<file path="src/inc/nvm_pkg.sv">
// Constants for the byte-wide nonvolatile store access controller.
// Assumes a CPU I/O space with 6-bit addresses and 8-bit data.
package nvm_pkg;
   localparam int unsigned IO_ADDR_W = 6;
   localparam int unsigned DATA_W = 8;
   localparam int unsigned INDEX_W = 6;
   localparam int unsigned DEPTH = 64;
   localparam logic [IO_ADDR_W-1:0] OFS_BYTE_INDEX = 6'h1E;
   localparam logic [IO_ADDR_W-1:0] OFS_BYTE_VALUE = 6'h1D;
   localparam logic [IO_ADDR_W-1:0] OFS_CONTROL = 6'h1C;
   localparam int unsigned BIT_READ_STROBE = 0;
   localparam int unsigned BIT_WRITE_STROBE = 1;
   localparam int unsigned BIT_WRITE_ARM = 2;
   localparam int unsigned BIT_READY_IRQ_EN = 3;
   localparam logic [DATA_W-1:0] RESET_BYTE = 8'h00;
   localparam logic [INDEX_W-1:0] RESET_INDEX = 6'h00;
   // Programming length in calibrated oscillator cycles.
   localparam int unsigned PROG_RC_CYCLES = 8192;
   localparam int unsigned PROG_CNT_W = 13;
   localparam logic [PROG_CNT_W-1:0] PROG_LAST =
      PROG_CNT_W'(PROG_RC_CYCLES - 1);
   localparam logic [PROG_CNT_W-1:0] PROG_ZERO = 13'h0000;
   localparam int unsigned CNT_W = 3;
   localparam logic [CNT_W-1:0] ARM_WINDOW_CYC = 3'h4;
   localparam logic [CNT_W-1:0] WRITE_STALL_CYC = 3'h2;
   localparam logic [CNT_W-1:0] READ_STALL_CYC = 3'h4;
   localparam logic [CNT_W-1:0] CNT_ZERO = 3'h0;
   localparam logic [CNT_W-1:0] CNT_ONE = 3'h1;
endpackage : nvm_pkg

</file>
<file path="src/hw/nvm_cell_array.sv">
// Storage array of the nonvolatile store, one flip-flop byte per entry.
// Assumes the controller commits at most one byte per cycle.
`timescale 1ns/1ps
module nvm_cell_array
   import nvm_pkg::*;
(
   input wire logic i_core_clk, // core clock
   input wire logic i_wr_en, // commit strobe
   input wire logic [INDEX_W-1:0] i_wr_index, // entry to commit
   input wire logic [DATA_W-1:0] i_wr_data, // byte to commit
   input wire logic [INDEX_W-1:0] i_rd_index, // entry to fetch
   output logic [DATA_W-1:0] o_rd_data // fetched byte
);
   logic [DATA_W-1:0] cell_q [DEPTH];
   logic [DATA_W-1:0] cell_d [DEPTH];

   // Cells keep their content through reset, as a nonvolatile store would.
   for (genvar g = 0; g < DEPTH; g++) begin : g_cell
      always_comb begin
         cell_d[g] = cell_q[g];
         if (i_wr_en && i_wr_index == INDEX_W'(g)) begin
            cell_d[g] = i_wr_data;
         end
      end
      always_ff @(posedge i_core_clk) begin
         cell_q[g] <= cell_d[g];
      end
   end

   assign o_rd_data = cell_q[i_rd_index];
endmodule : nvm_cell_array

</file>
<file path="src/hw/nvm_access_ctrl.sv">
// Access controller giving the CPU byte reads and writes of a 64-byte
// nonvolatile store through three I/O-space registers.
// Assumes I/O strobes synchronous to i_core_clk and a one-cycle pulse on
// i_rc_tick for each cycle of the calibrated oscillator.
`timescale 1ns/1ps
// Contract
// - Time programming by 8192 oscillator ticks.
// - Write strobe stalls CPU two cycles.
// - Read strobe stalls CPU four cycles.
// - Index bits 5..0; top bits read zero.
// - Value register holds write byte, receives read.
// - Ready request while enabled and strobe zero.
// - Write arm clears after four cycles.
// - Strobe programs only while write arm set.
// - Write strobe stays set until programming ends.
// - Read fetches byte, then clears read strobe.
// - Control bits 7..4 read zero, writes ignored.
// - Registers live in I/O space, index 1E.
module nvm_access_ctrl
   import nvm_pkg::*;
(
   input wire logic i_core_clk, // core clock, 125 MHz
   input wire logic i_srst, // synchronous reset, active high
   input wire logic [IO_ADDR_W-1:0] i_io_addr, // I/O register address
   input wire logic i_io_we, // I/O write strobe
   input wire logic i_io_re, // I/O read strobe
   input wire logic [DATA_W-1:0] i_io_wdata, // I/O write data
   input wire logic i_global_irq_en, // global interrupt flag of CPU
   input wire logic i_rc_tick, // calibrated oscillator tick
   output logic [DATA_W-1:0] o_io_rdata, // I/O read data, registered
   output logic o_cpu_stall, // halts the CPU
   output logic o_ready_irq // ready interrupt request
);
   logic [INDEX_W-1:0] index_q, index_d;
   logic [DATA_W-1:0] value_q, value_d;
   logic irq_en_q, irq_en_d;
   logic arm_q, arm_d;
   logic [CNT_W-1:0] arm_cnt_q, arm_cnt_d;
   logic wstrobe_q, wstrobe_d;
   logic rstrobe_q, rstrobe_d;
   logic [PROG_CNT_W-1:0] prog_cnt_q, prog_cnt_d;
   logic [CNT_W-1:0] stall_cnt_q, stall_cnt_d;
   logic stall_q, stall_d;
   logic irq_q, irq_d;
   logic [DATA_W-1:0] rdata_q, rdata_d;
   logic commit;
   logic [DATA_W-1:0] cell_byte;
   logic wr_ctrl, wr_index, wr_value, arm_go, prog_go, rd_go;

   nvm_cell_array u_cells (
      .i_core_clk(i_core_clk),
      .i_wr_en(commit),
      .i_wr_index(index_q),
      .i_wr_data(value_q),
      .i_rd_index(index_q),
      .o_rd_data(cell_byte)
   );

   always_comb begin
      wr_ctrl = i_io_we && i_io_addr == OFS_CONTROL;
      wr_index = i_io_we && i_io_addr == OFS_BYTE_INDEX;
      wr_value = i_io_we && i_io_addr == OFS_BYTE_VALUE;
      arm_go = wr_ctrl && i_io_wdata[BIT_WRITE_ARM] && !wstrobe_q
         && !arm_q;
      prog_go = wr_ctrl && i_io_wdata[BIT_WRITE_STROBE] && arm_q
         && !wstrobe_q;
      rd_go = wr_ctrl && i_io_wdata[BIT_READ_STROBE];
      commit = wstrobe_q && i_rc_tick && prog_cnt_q == PROG_LAST;
   end

   // Register file and access sequencing.
   always_comb begin
      index_d = index_q;
      value_d = value_q;
      irq_en_d = irq_en_q;
      if (wr_index) begin
         index_d = i_io_wdata[INDEX_W-1:0];
      end
      // A write landing during programming corrupts the byte in flight;
      // software is expected to keep its hands off.
      if (wr_value) begin
         value_d = i_io_wdata;
      end else if (rstrobe_q) begin
         value_d = cell_byte;
      end
      if (wr_ctrl) begin
         irq_en_d = i_io_wdata[BIT_READY_IRQ_EN];
      end
      arm_cnt_d = arm_cnt_q;
      if (arm_go) begin
         arm_cnt_d = ARM_WINDOW_CYC;
      end else if (arm_cnt_q != CNT_ZERO) begin
         arm_cnt_d = arm_cnt_q - CNT_ONE;
      end
      arm_d = arm_cnt_d != CNT_ZERO;
      wstrobe_d = wstrobe_q;
      prog_cnt_d = prog_cnt_q;
      if (prog_go) begin
         wstrobe_d = 1'b1;
         prog_cnt_d = PROG_ZERO;
      end else if (commit) begin
         wstrobe_d = 1'b0;
      end else if (wstrobe_q && i_rc_tick) begin
         prog_cnt_d = prog_cnt_q + 13'h0001;
      end
      rstrobe_d = rd_go && !rstrobe_q;
      stall_cnt_d = stall_cnt_q;
      if (rd_go) begin
         stall_cnt_d = READ_STALL_CYC;
      end else if (prog_go) begin
         stall_cnt_d = WRITE_STALL_CYC;
      end else if (stall_cnt_q != CNT_ZERO) begin
         stall_cnt_d = stall_cnt_q - CNT_ONE;
      end
      stall_d = rd_go || prog_go || stall_cnt_q > CNT_ONE;
      irq_d = irq_en_d && i_global_irq_en && !wstrobe_d;
      rdata_d = rdata_q;
      if (i_io_re) begin
         rdata_d = '0;
         case (i_io_addr)
            OFS_BYTE_INDEX: rdata_d[INDEX_W-1:0] = index_q;
            OFS_BYTE_VALUE: rdata_d = value_q;
            OFS_CONTROL: begin
               rdata_d[BIT_READ_STROBE] = rstrobe_q;
               rdata_d[BIT_WRITE_STROBE] = wstrobe_q;
               rdata_d[BIT_WRITE_ARM] = arm_q;
               rdata_d[BIT_READY_IRQ_EN] = irq_en_q;
            end
            default: rdata_d = '0;
         endcase
      end
   end

   always_ff @(posedge i_core_clk) begin
      if (i_srst) begin
         index_q <= RESET_INDEX;
         value_q <= RESET_BYTE;
         irq_en_q <= 1'b0;
         arm_q <= 1'b0;
         arm_cnt_q <= CNT_ZERO;
         wstrobe_q <= 1'b0;
         rstrobe_q <= 1'b0;
         prog_cnt_q <= PROG_ZERO;
         stall_cnt_q <= CNT_ZERO;
         stall_q <= 1'b0;
         irq_q <= 1'b0;
         rdata_q <= RESET_BYTE;
      end else begin
         index_q <= index_d;
         value_q <= value_d;
         irq_en_q <= irq_en_d;
         arm_q <= arm_d;
         arm_cnt_q <= arm_cnt_d;
         wstrobe_q <= wstrobe_d;
         rstrobe_q <= rstrobe_d;
         prog_cnt_q <= prog_cnt_d;
         stall_cnt_q <= stall_cnt_d;
         stall_q <= stall_d;
         irq_q <= irq_d;
         rdata_q <= rdata_d;
      end
   end

   assign o_io_rdata = rdata_q;
   assign o_cpu_stall = stall_q;
   assign o_ready_irq = irq_q;

   a_arm_window:
   assert property (@(posedge i_core_clk) disable iff (i_srst)
      arm_go |=> arm_q [*4] ##1 !arm_q)
   else $error("write arm not held for exactly four cycles");

   a_write_stall:
   assert property (@(posedge i_core_clk) disable iff (i_srst)
      (prog_go && !rd_go) |=> o_cpu_stall [*2] ##1 !o_cpu_stall)
   else $error("write stall length wrong");

   a_read_stall:
   assert property (@(posedge i_core_clk) disable iff (i_srst)
      (rd_go && !prog_go && stall_cnt_q == CNT_ZERO)
      |=> o_cpu_stall [*4] ##1 !o_cpu_stall)
   else $error("read stall length wrong");

   a_no_arm_no_prog:
   assert property (@(posedge i_core_clk) disable iff (i_srst)
      (wr_ctrl && i_io_wdata[BIT_WRITE_STROBE] && !arm_q && !wstrobe_q)
      |=> !wstrobe_q)
   else $error("programming started without write arm");

   a_prog_holds:
   assert property (@(posedge i_core_clk) disable iff (i_srst)
      (wstrobe_q && !(i_rc_tick && prog_cnt_q == PROG_LAST)) |=> wstrobe_q)
   else $error("write strobe dropped before programming end");

   a_prog_ends:
   assert property (@(posedge i_core_clk) disable iff (i_srst)
      (wstrobe_q && i_rc_tick && prog_cnt_q == PROG_LAST)
      |=> !wstrobe_q && u_cells.cell_q[$past(index_q)] == $past(value_q))
   else $error("programming did not end or commit on last tick");

   a_read_fetch:
   assert property (@(posedge i_core_clk) disable iff (i_srst)
      (rd_go && !rstrobe_q && !wr_value) |=> rstrobe_q ##1
      (!rstrobe_q && value_q == $past(cell_byte)))
   else $error("read strobe did not fetch the indexed byte");

   a_ready_irq:
   assert property (@(posedge i_core_clk) disable iff (i_srst)
      wstrobe_q |-> !o_ready_irq)
   else $error("ready request raised during programming");

   a_irq_follows:
   assert property (@(posedge i_core_clk) disable iff (i_srst)
      (irq_en_q && i_global_irq_en && !wstrobe_q) [*2] |-> o_ready_irq)
   else $error("ready request missing while idle and enabled");

   a_reserved_zero:
   assert property (@(posedge i_core_clk) disable iff (i_srst)
      (i_io_re && (i_io_addr == OFS_CONTROL || i_io_addr == OFS_BYTE_INDEX))
      |=> o_io_rdata[7:6] == 2'h0 && (o_io_rdata[7:4] == 4'h0
      || $past(i_io_addr) == OFS_BYTE_INDEX))
   else $error("reserved bits read non-zero");

   a_busy_no_arm:
   assert property (@(posedge i_core_clk) disable iff (i_srst)
      (wstrobe_q && !arm_q) |=> !arm_q)
   else $error("write arm taken during programming");
endmodule : nvm_access_ctrl

</file>
<file path="config.mk">
export PLATFORM = sky130hd
export DESIGN_NAME = nvm_access_ctrl
export DESIGN_NICKNAME = d
export VERILOG_FILES = /design/src/inc/nvm_pkg.sv /design/src/hw/nvm_cell_array.sv /design/src/hw/nvm_access_ctrl.sv
export SDC_FILE = /design/constraint.sdc
export NUM_CORES = 1
export LEC_CHECK = 0
export ABC_CLOCK_PERIOD_IN_PS = 2750
export BUFFER_PORTS_ARGS = -buffer_cell sky130_fd_sc_hd__clkbuf_2
export CAP_MARGIN = 40
export CORE_MARGIN = 2
export CORE_UTILIZATION = 34
export CTS_CLUSTER_DIAMETER = 60
export DETAILED_ROUTE_END_ITERATION = 8
export GPL_ROUTABILITY_DRIVEN = 1
export PLACE_DENSITY = 0.53
export SYNTH_ARGS = -nofsm -noshare
export SYNTH_HDL_FRONTEND = slang
export SYNTH_SLANG_ARGS = --single-unit
export TNS_END_PERCENT = 1
</file>
<file path="constraint.sdc">
create_clock -name i_core_clk -period 2.75 [get_ports i_core_clk]
set_clock_uncertainty 0.2 [all_clocks]
set_input_delay 0.1375 -clock i_core_clk [delete_from_list [all_inputs] [get_ports i_core_clk]]
set_output_delay 0.1375 -clock i_core_clk [all_outputs]
set_load 0.01 [all_outputs]
</file>
# Word-level counts from Yosys, hierarchy flattened

Memory sizes are Yosys's and may differ from the RTL's. A register that Yosys moved wholly into a read port is not among the register bits.
Index checks and enable logic that the tools add are counted.

Register bits: 47
Memory bits (writable): 512
Input bits: 20
Output and inout bits: 10
Word-level logic and storage cells: 578
Memories kept: 1

Memories:

| name           | words | width | rd ports | clocked after Yosys merged registers in | wr ports | line                 | text |
|---|---|---|---|---|---|---|---|
| u_cells.cell_q | 64    | 8     | 1        | 1                                       | 1        | nvm_cell_array.sv:14 | `logic [DATA_W-1:0] cell_q [DEPTH];` |

$add $sub $neg: 3
$lt $le $gt $ge: 1
Eq/ne operators: 131
Mux-type cells: 268
Bitwise gates (word level): 1
Reduce and logical (&&, ||, !) cells: 159

Operators with widths:

| operator                                                              | count |
|---|---|
| 8-bit 2-to-1 mux                                                      | 129 |
| 8-bit OR reduction                                                    | 63 |
| 6-bit 2-to-1 mux                                                      | 65 |
| 6-bit equality test, second input constant                            | 32 |
| 6-bit by 5-bit equality test with 1-bit output, second input constant | 19 |
| 1-bit logical AND                                                     | 79 |
| 1-bit 2-to-1 mux                                                      | 66 |
| 1-bit != test, second input constant                                  | 64 |
| 6-bit by 4-bit equality test with 1-bit output, second input constant | 8 |
| 6-bit by 3-bit equality test with 1-bit output, second input constant | 4 |
| 3-bit 2-to-1 mux                                                      | 5 |
| 13-bit by 1-bit adder with 13-bit output, second input constant       | 1 |
| 13-bit equality test, second input constant                           | 1 |
| 6-bit by 2-bit equality test with 1-bit output, second input constant | 2 |
| 4-bit case mux with 3 select lines                                    | 1 |
| 3-bit nonzero test                                                    | 4 |
| 6-bit by 1-bit equality test with 1-bit output, second input constant | 1 |
| 6-bit logical NOT                                                     | 1 |
| 3-bit by 1-bit subtractor with 3-bit output, second input constant    | 2 |
| 1-bit logical NOT                                                     | 4 |
| 2-bit case mux with 2 select lines                                    | 1 |
| 2-bit nonzero test                                                    | 2 |
| 2-bit OR reduction                                                    | 2 |
| 3-bit by 1-bit > comparator with 1-bit output, second input constant  | 1 |
| 5 further kinds                                                       | 6 |

# Longest topological paths before layout

Gate-level depths: netlist of the first run.

Word-level depth: 68
Gate-level depth with buffers: 8
Mapped depth without buffers: 6

# By module

Synthesis of the first run repeated with hierarchy kept, for this count alone.

Cell total of the unflattened synthesis: 1153
Area, all modules: 22225.1 um2

By module, submodules not included:

| module          | times used | cells each | area an instance (um2) | seq. area each (um2) |
|---|---|---|---|---|
| nvm_cell_array  | 1          | 905        | 19974.2                | 15374.7 |
| nvm_access_ctrl | 1          | 248        | 2250.9                 | 940.9 |

# Worst setup path after synthesis of the first run

OpenSTA, ideal clock, no wires.

Path kind: reg2reg
Start point: register prog_cnt_q[3]
End point: memory u_cells.cell_q[16][0] (enable)
Setup time: 0.370 ns
Data arrival time: 1.972 ns
Required time: 2.180 ns
Setup slack: 0.207 ns
Cell stages (with the launch flop): 8
Period minus slack after synthesis: 2.543 ns
Cell sequence: dfxtp_1 -> and4_1 -> buf_4 -> nand4_4 -> nor3_4 -> nand3b_4 -> buf_6 -> nor2_1

Word-level cells in the longest chain between the ends: 68
Elaborated cells on any way between the ends: 319
Those cells by class: eq/ne (65); mux (126); reduce/logical (128)

Ends and longest elaborated chain:

| what                                                                                 | line                   | text |
|---|---|---|
| from (decl)                                                                          | nvm_access_ctrl.sv:41  | `logic [PROG_CNT_W-1:0] prog_cnt_q, prog_cnt_d;` |
| from (signal assigned)                                                               | nvm_access_ctrl.sv:156 | `prog_cnt_q <= prog_cnt_d;` |
| 13-bit equality test *                                                               | nvm_access_ctrl.sv:68  | `commit = wstrobe_q && i_rc_tick && prog_cnt_q == PROG_LAST;` |
| 1-bit logical AND *                                                                  | nvm_access_ctrl.sv:68  |  |
| 1-bit logical AND                                                                    | nvm_cell_array.sv:21   | `if (i_wr_en && i_wr_index == INDEX_W'(g)) begin` |
| 1-bit != test (no source line)                                                       | n/a                    |  |
| 8-bit OR reduction (no source line)                                                  | n/a                    |  |
| 6-bit 2-to-1 mux (no source line) or 1-bit 2-to-1 mux (tied branches) (63 in series) | n/a                    |  |
| to (decl)                                                                            | nvm_cell_array.sv:14   |  |

Every way passes the cells marked *; elsewhere a longest branch is shown, timed or not.

==> impl_metrics.tcl, run 1 <==
set metrics [dict create \
    synth.yosys.warnings 0 \
    p_sw_mw 3.377 \
    layout_commonest_cell "edfxtp_1" \
    grtUsageTotal 0.1602 \
    detail_route.iter0.violations 1056 \
    rows 94 \
    die_w_um 261.9 \
    most-common-layout-cells "edfxtp_1 (512), buf_4 (122), nor2_1 (103)" \
    p_int_mw 13.56 \
    cp_max_fo 16 \
    hold_viol 0 \
    grt_antenna_before_repair 0 \
    power_leakage_nw 9.536 \
    die-area_um2 68600 \
    place_ws_ns -0.1043 \
    cp-end-kind "flip-flop" \
    port_buffers 29 \
    p_comb_frac 0.015 \
    ff_latch_area_um2 16450 \
    cts-root-buf "clkbuf_16" \
    status "complete, no violations" \
    clock_sinks 565 \
    slew_headroom 0.4701 \
    synthCells 1234 \
    cts_made_buffers 57 \
    clockPowerShare 0.437 \
    routedWlPerCell_um 23.53 \
    finalCriticalPeriod_ns 2.662 \
    period_share 0.9680 \
    die_h_um 261.9 \
    multi_input_area_um2 5684 \
    worstPathRequired_ns 3.02 \
    synth_cell_types 64 \
    clock_latency_ns 0.63 \
    postLayoutSetupSlackWorst_ns 0.08803 \
    post-dp-hpwl_um 35240 \
    synth_area_um2 22620 \
    grt_pass1_vias 12250 \
    cts_max_path_buffers 3 \
    syn-num-nets 1260 \
    grt_pass1_wl_um 80870 \
    setup_viol 0 \
    seq_power_share 0.548 \
    cts_tree "yes" \
    nets 1435 \
    ys_seq_area_frac 0.7267 \
    vias 12000 \
    fill_cells 5926 \
    gp_congestion 0.8808 \
    dr.pass1.iters 5 \
    drcViolationCount 0 \
    grt_setup_unrepaired "true" \
    syn_to_final_growth_pct 17.30 \
    fmaxAchievable_mhz 375.7 \
    arrival_ns 2.94 \
    routed_wirelength_um 54560 \
    drv_cap 0 \
    switching_share 0.1993 \
    synth_enable_flop_cells 512 \
    antenna_cells 0 \
    synth_ff_type "edfxtp_1" \
    fp.coreArea_um2 65860 \
    grt_max_degree 66 \
    start_util 0.3434 \
    ant_nets 0 \
    htreeDepth 2 \
    vias_per_cell 5.176 \
    async_reset_ff_frac 0 \
    p_per_area_nw_per_um2 638.5 \
    syn_area_per_cell_um2 18.33 \
    ir_drop_uv 405.8 \
    gr-total-overflow 0 \
    crit_type "reg -> reg" \
    pin_count 30 \
    min_path_type "in -> reg" \
    synth_seq_cells 565 \
    worst_pin_slew_ns 0.7948 \
    clk_pin_slew_ns 0.06 \
    maxSlewViolCount 0 \
    drive_above_1_share 0.2577 \
    finalSetupTns_ns 0 \
    start_kind "flip-flop" \
]
[power by group through the flow]
stage	clock network, mW	logic, mW	registers, mW
after global placement	0	0.226	9.46
after global routing	7.93	0.285	9.28
final	7.40	0.256	9.28
after detailed placement	0	0.235	9.46
after CTS	7.59	0.257	9.28
after floorplan	0	0.169	9.46
[timing repair]
item                                   in CTS  in global routing
gates resized for setup                     4                  5
endpoints found under the hold margin      42                  0
cloned                                      0                  1
buffers inserted                            1                  0
pin swaps                                   0                  0
setup endpoints to repair                   4                  8
hold buffers                               24                  0
[layout make-up]
type | count | share of cell area
Clock buffer | 79 | 0.05805
Clock inverter | 26 | 0.008394
Inverter | 8 | 0.001132
Multi-Input combinational cell | 590 | 0.2142
Sequential cell | 565 | 0.6202
Tap cell | 864 | 0.04075
Timing Repair Buffer | 187 | 0.05725
[worst paths after layout]
| kind | cells past startpoint | end | from | slack (ns) |
|---|---|---|---|---|
| setup / recovery | 7 | value_q[0] | flip-flop | 0.09 |
| hold / removal | 5 | arm_cnt_q[1] | i_io_addr[2] | 0.18 |
| setup reg to reg | 7 | value_q[0] | flip-flop | 0.09 |
| hold reg to reg | 2 | o_io_rdata[6] | o_io_rdata[6] | 0.27 |
[layer usage]
| layer | track usage | part of all wire | vias up |
|---|---|---|---|
| li1 | - | - | 5329 |
| met1 | 0.2305 | 0.47 | 6298 |
| met2 | 0.2564 | 0.47 | 294 |
| met3 | 0.01900 | 0.041 | 81 |
| met4 | 0.04802 | 0.025 | 0 |
| met5 | 0 | 0 | - |
[synth_stat cells, types with 9 or more instances]
cell      instances  share of area
a211oi_1         18         0.0060
a21oi_1          18         0.0040
a22oi_1          30          0.010
a31oi_1           9         0.0025
buf_2            17         0.0038
buf_6            15         0.0075
clkbuf_1         23         0.0038
dfxtp_1          53          0.047
edfxtp_1        512           0.68
mux2_2           26          0.013
mux2i_1          40          0.018
mux4_1           19          0.022
mux4_2           89          0.089
nand2_1          48         0.0080
nand3_1          20         0.0044
nor2_1          103          0.017
nor2b_1          31         0.0086
nor4_1            9         0.0025
o21ai_0          10         0.0022
o22ai_1          11         0.0030
o31ai_1           9         0.0030
[per-stage QoR]
step	util	hold WS, ns	cell area [um^2]	std cells	power [mW]
after floorplan	-	0.04958	22620	1234	9.628
after global placement	0.3711	0.1742	24440	2187	9.689
after detailed placement	0.3712	0.1804	24450	2188	9.698
after CTS	0.4021	0.1464	26480	2318	17.13
after global routing	0.4028	0.1965	26530	2319	17.50
final	0.4028	0.1792	26530	2319	16.94
[state kept, by name, summed over array words and instances (netlist names), named ones only]
| register | cells |
|---|---|
| prog_cnt_q | 13 |
| stall_cnt_q | 3 |
| irq_en_q | 1 |
| o_ready_irq | 1 |
| u_cells.cell_q | 512 |
| o_cpu_stall | 1 |
| o_io_rdata | 8 |
| rstrobe_q | 1 |
| arm_cnt_q | 3 |
| wstrobe_q | 1 |
| index_q | 6 |
| arm_q | 1 |
| value_q | 8 |
[kinds of logic (layout without fill, tap and decap cells)]
| kind of cell | count (synthesis) | after routing | share of synthesized area |
|---|---|---|---|
| flip-flops | 565 | 565 | 0.7267 |
| AO/OA/AOI/OAI | 135 | 135 | 0.04193 |
| XOR/XNOR | 8 | 8 | 0.003098 |
| adder cells (fa/ha/maj) | 6 | 6 | 0.003319 |
| multiplexers | 174 | 174 | 0.1413 |
| AND/OR/NAND/NOR | 267 | 267 | 0.06052 |
| buffers and inverters | 79 | 300 | 0.02312 |
[worst max-delay path: stages (launching register included)]
cell and delay (ns):
dfxtp_4 0.52, buf_12 0.23, buf_4 0.24, mux4_2 0.34, a22oi_1 0.35, nand2_1 0.16, a22oi_2 0.33, o211ai_1 0.13
Power figures use the tool's default switching activity.
==> inputs of run 2 (changes only) <==
--- a/config.mk
+++ b/config.mk
@@ -5,8 +5,7 @@
 export SDC_FILE = /design/constraint.sdc
 export NUM_CORES = 1
 export LEC_CHECK = 0
-export ABC_CLOCK_PERIOD_IN_PS = 2750
-export BUFFER_PORTS_ARGS = -buffer_cell sky130_fd_sc_hd__clkbuf_2
+export BUFFER_PORTS_ARGS = -buffer_cell sky130_fd_sc_hd__buf_2
 export CAP_MARGIN = 40
 export CORE_MARGIN = 2
 export CORE_UTILIZATION = 34
==> run 2 against run 1 <==
Effect of this change:
- global-route usage grew 0.24 points
- worst hold slack lost 0.047 ns
- wire length grew 1.3%
- via count grew 0.42%
- critical path depth is the same
- cell count grew 0.69%
- sequential power is essentially flat
- maximum frequency grew 1.4%
- die area is the same
- non-clock buffer count grew 9
- largest cell class unchanged
- highest routed layer unchanged
==> impl_metrics.tcl, run 2 (synthesis gave the netlist of run 1 again) <==
set metrics [dict create \
    status "complete, no violations" \
    vias_per_cell 5.162 \
    drcViolationCount 0 \
    crit_type "reg -> reg" \
    place_ws_ns -0.02361 \
    cts_tree "yes" \
    port_buffers 29 \
    clock_sinks 565 \
    clk_pin_slew_ns 0.06 \
    ff2ff_path_depth 7 \
    start_util 0.3434 \
    hold_ws_ns 0.1317 \
    die_h_um 261.9 \
    critPathBufInv 2 \
    period_share 0.9548 \
    start_kind "flip-flop" \
    min-delay-start "i_io_addr[4]" \
    setup_viol 0 \
    reg2reg_slack_ns 0.12 \
    die-area_um2 68600 \
    drv_cap 0 \
    post-dp-hpwl_um 35600 \
    hold_viol 0 \
    antenna_cells 0 \
    vias 12050 \
    grt_setup_unrepaired "false" \
    drive_above_1_share 0.2658 \
    routed_wirelength_um 55270 \
    power_leakage_nw 9.608 \
    cpMaxStageDelayCell "mux4_2" \
    most-common-layout-cells "edfxtp_1 (512), buf_4 (132), nor2_1 (103)" \
    grt_antenna_before_repair 0 \
    grt_pass1_vias 12330 \
    die_w_um 261.9 \
    p_per_area_nw_per_um2 642.7 \
    largest_registers "u_cells.cell_q x512, prog_cnt_q x13" \
    arrival_ns 2.92 \
    ir_drop_uv 445.6 \
    clock_latency_ns 0.62 \
    cts-root-buf "clkbuf_16" \
    crit_top_cell "a22oi_1" \
    cp.depth 7 \
    largest_reg_flops 512 \
    worst_pin_slew_ns 0.6854 \
    layout_commonest_cell "edfxtp_1" \
    total_power_mw 17.13 \
    slew_headroom 0.5367 \
    min_path_type "in -> reg" \
    htreeDepth 2 \
    grtUsageTotal 0.1626 \
    finalCriticalPeriod_ns 2.626 \
    maxSlewViolCount 0 \
    dr.pass1.iters 4 \
    routedWlPerCell_um 23.67 \
    fin_util 0.4048 \
    worstPathRequired_ns 3.04 \
    r2r_end "value_q[1]" \
    cp-end-kind "flip-flop" \
    endpoint "value_q[1]" \
    cts_made_buffers 60 \
    syn_to_final_growth_pct 17.88 \
    detail_route.iter0.violations 1026 \
    fill_cells 5954 \
    gr-total-overflow 0 \
    nets 1447 \
    gp_congestion 0.8515 \
    pin_count 30 \
    cp_cell_sequence "buf_16 > buf_4 > mux4_2 > a22oi_1 > nand2_1 > a22oi_1 > o211ai_1" \
    cp_max_fo 33 \
    cpPeakStageDelay_ns 0.55 \
    placed_area_um2 24520 \
    cts_max_path_buffers 3 \
    rows 94 \
    path_delay_family "compound AO/OA/AOI/OAI gates" \
    ant_nets 0 \
    postLayoutSetupSlackWorst_ns 0.1243 \
    grt_pass1_wl_um 81360 \
    fp.coreArea_um2 65860 \
    largest_register "u_cells.cell_q" \
    fmaxAchievable_mhz 380.9 \
    grt_max_degree 65 \
    fin_area_um2 26660 \
]
==> run 2: changes by cell type in the layout (fill, tap and decap cells not counted), moves of 3 or more <==
cell / previous run / this run
buf_2: 0 / 29
clkbuf_2: 29 / 0
buf_4: 122 / 132
clkbuf_1: 20 / 14
clkinv_1: 13 / 19
inv_8: 0 / 3
==> run 2: worst min path at each step <==
stage                          end  depth (start not counted)
floorplan           stall_cnt_q[1]                          1
global placement       o_ready_irq                          2
detailed placement     o_ready_irq                          2
CTS                   arm_cnt_q[1]                          5
global route          arm_cnt_q[0]                          5
finish                arm_cnt_q[1]                          5
==> run 2: metal layers <==
metal  global-route usage  up-vias  wire length [um]
met1               0.2245     6311             24530
met3              0.02469       95              2569
met4              0.05791        0              1654
met5                    0        -                 0
li1                     -     5359                 -
met2               0.2626      288             26510
==> run 2: layout make-up <==
cell class              count  area (um^2)  share of cell area
clock inverters            37        254.0            0.009527
clock buffers              75         1579             0.05922
multi-input cells         590         5677              0.2129
inverters                   8        30.03            0.001126
well taps                 864         1081             0.04055
repair buffers            196         1587             0.05951
flip-flops and latches    565        16450              0.6172
==> run 2: timing repair <==
item,in CTS,in global routing
pin swaps,0,0
endpoints found under the hold margin,44,0
hold buffers,24,0
setup endpoints to repair,1,5
setup buffers,5,0
gates resized for setup,0,7
==> run 2: report_power, final <==
| group | total [mW] | leakage [nW] | switching [mW] | internal [mW] |
|---|---|---|---|---|
| logic | 0.259 | 2.87 | 0.141 | 0.118 |
| registers | 9.28 | 5.85 | 0.0251 | 9.26 |
| clock network | 7.59 | 0.888 | 3.33 | 4.26 |
==> run 2: metrics by stage <==
stage / instances / TNS [ns]
final: 2335 / 0
after CTS: 2335 / 0
after floorplan: 1234 / 0
after global placement: 2193 / -0.009975
after detailed placement: 2194 / -0.02361
after global routing: 2335 / 0
==> run 2: worst min-delay path, cell delays in order <==
cell and delay, ns:
buf_2 0.10, and4b_2 0.28, nand3_1 0.13, nor4b_1 0.10
nor3_1 0.16
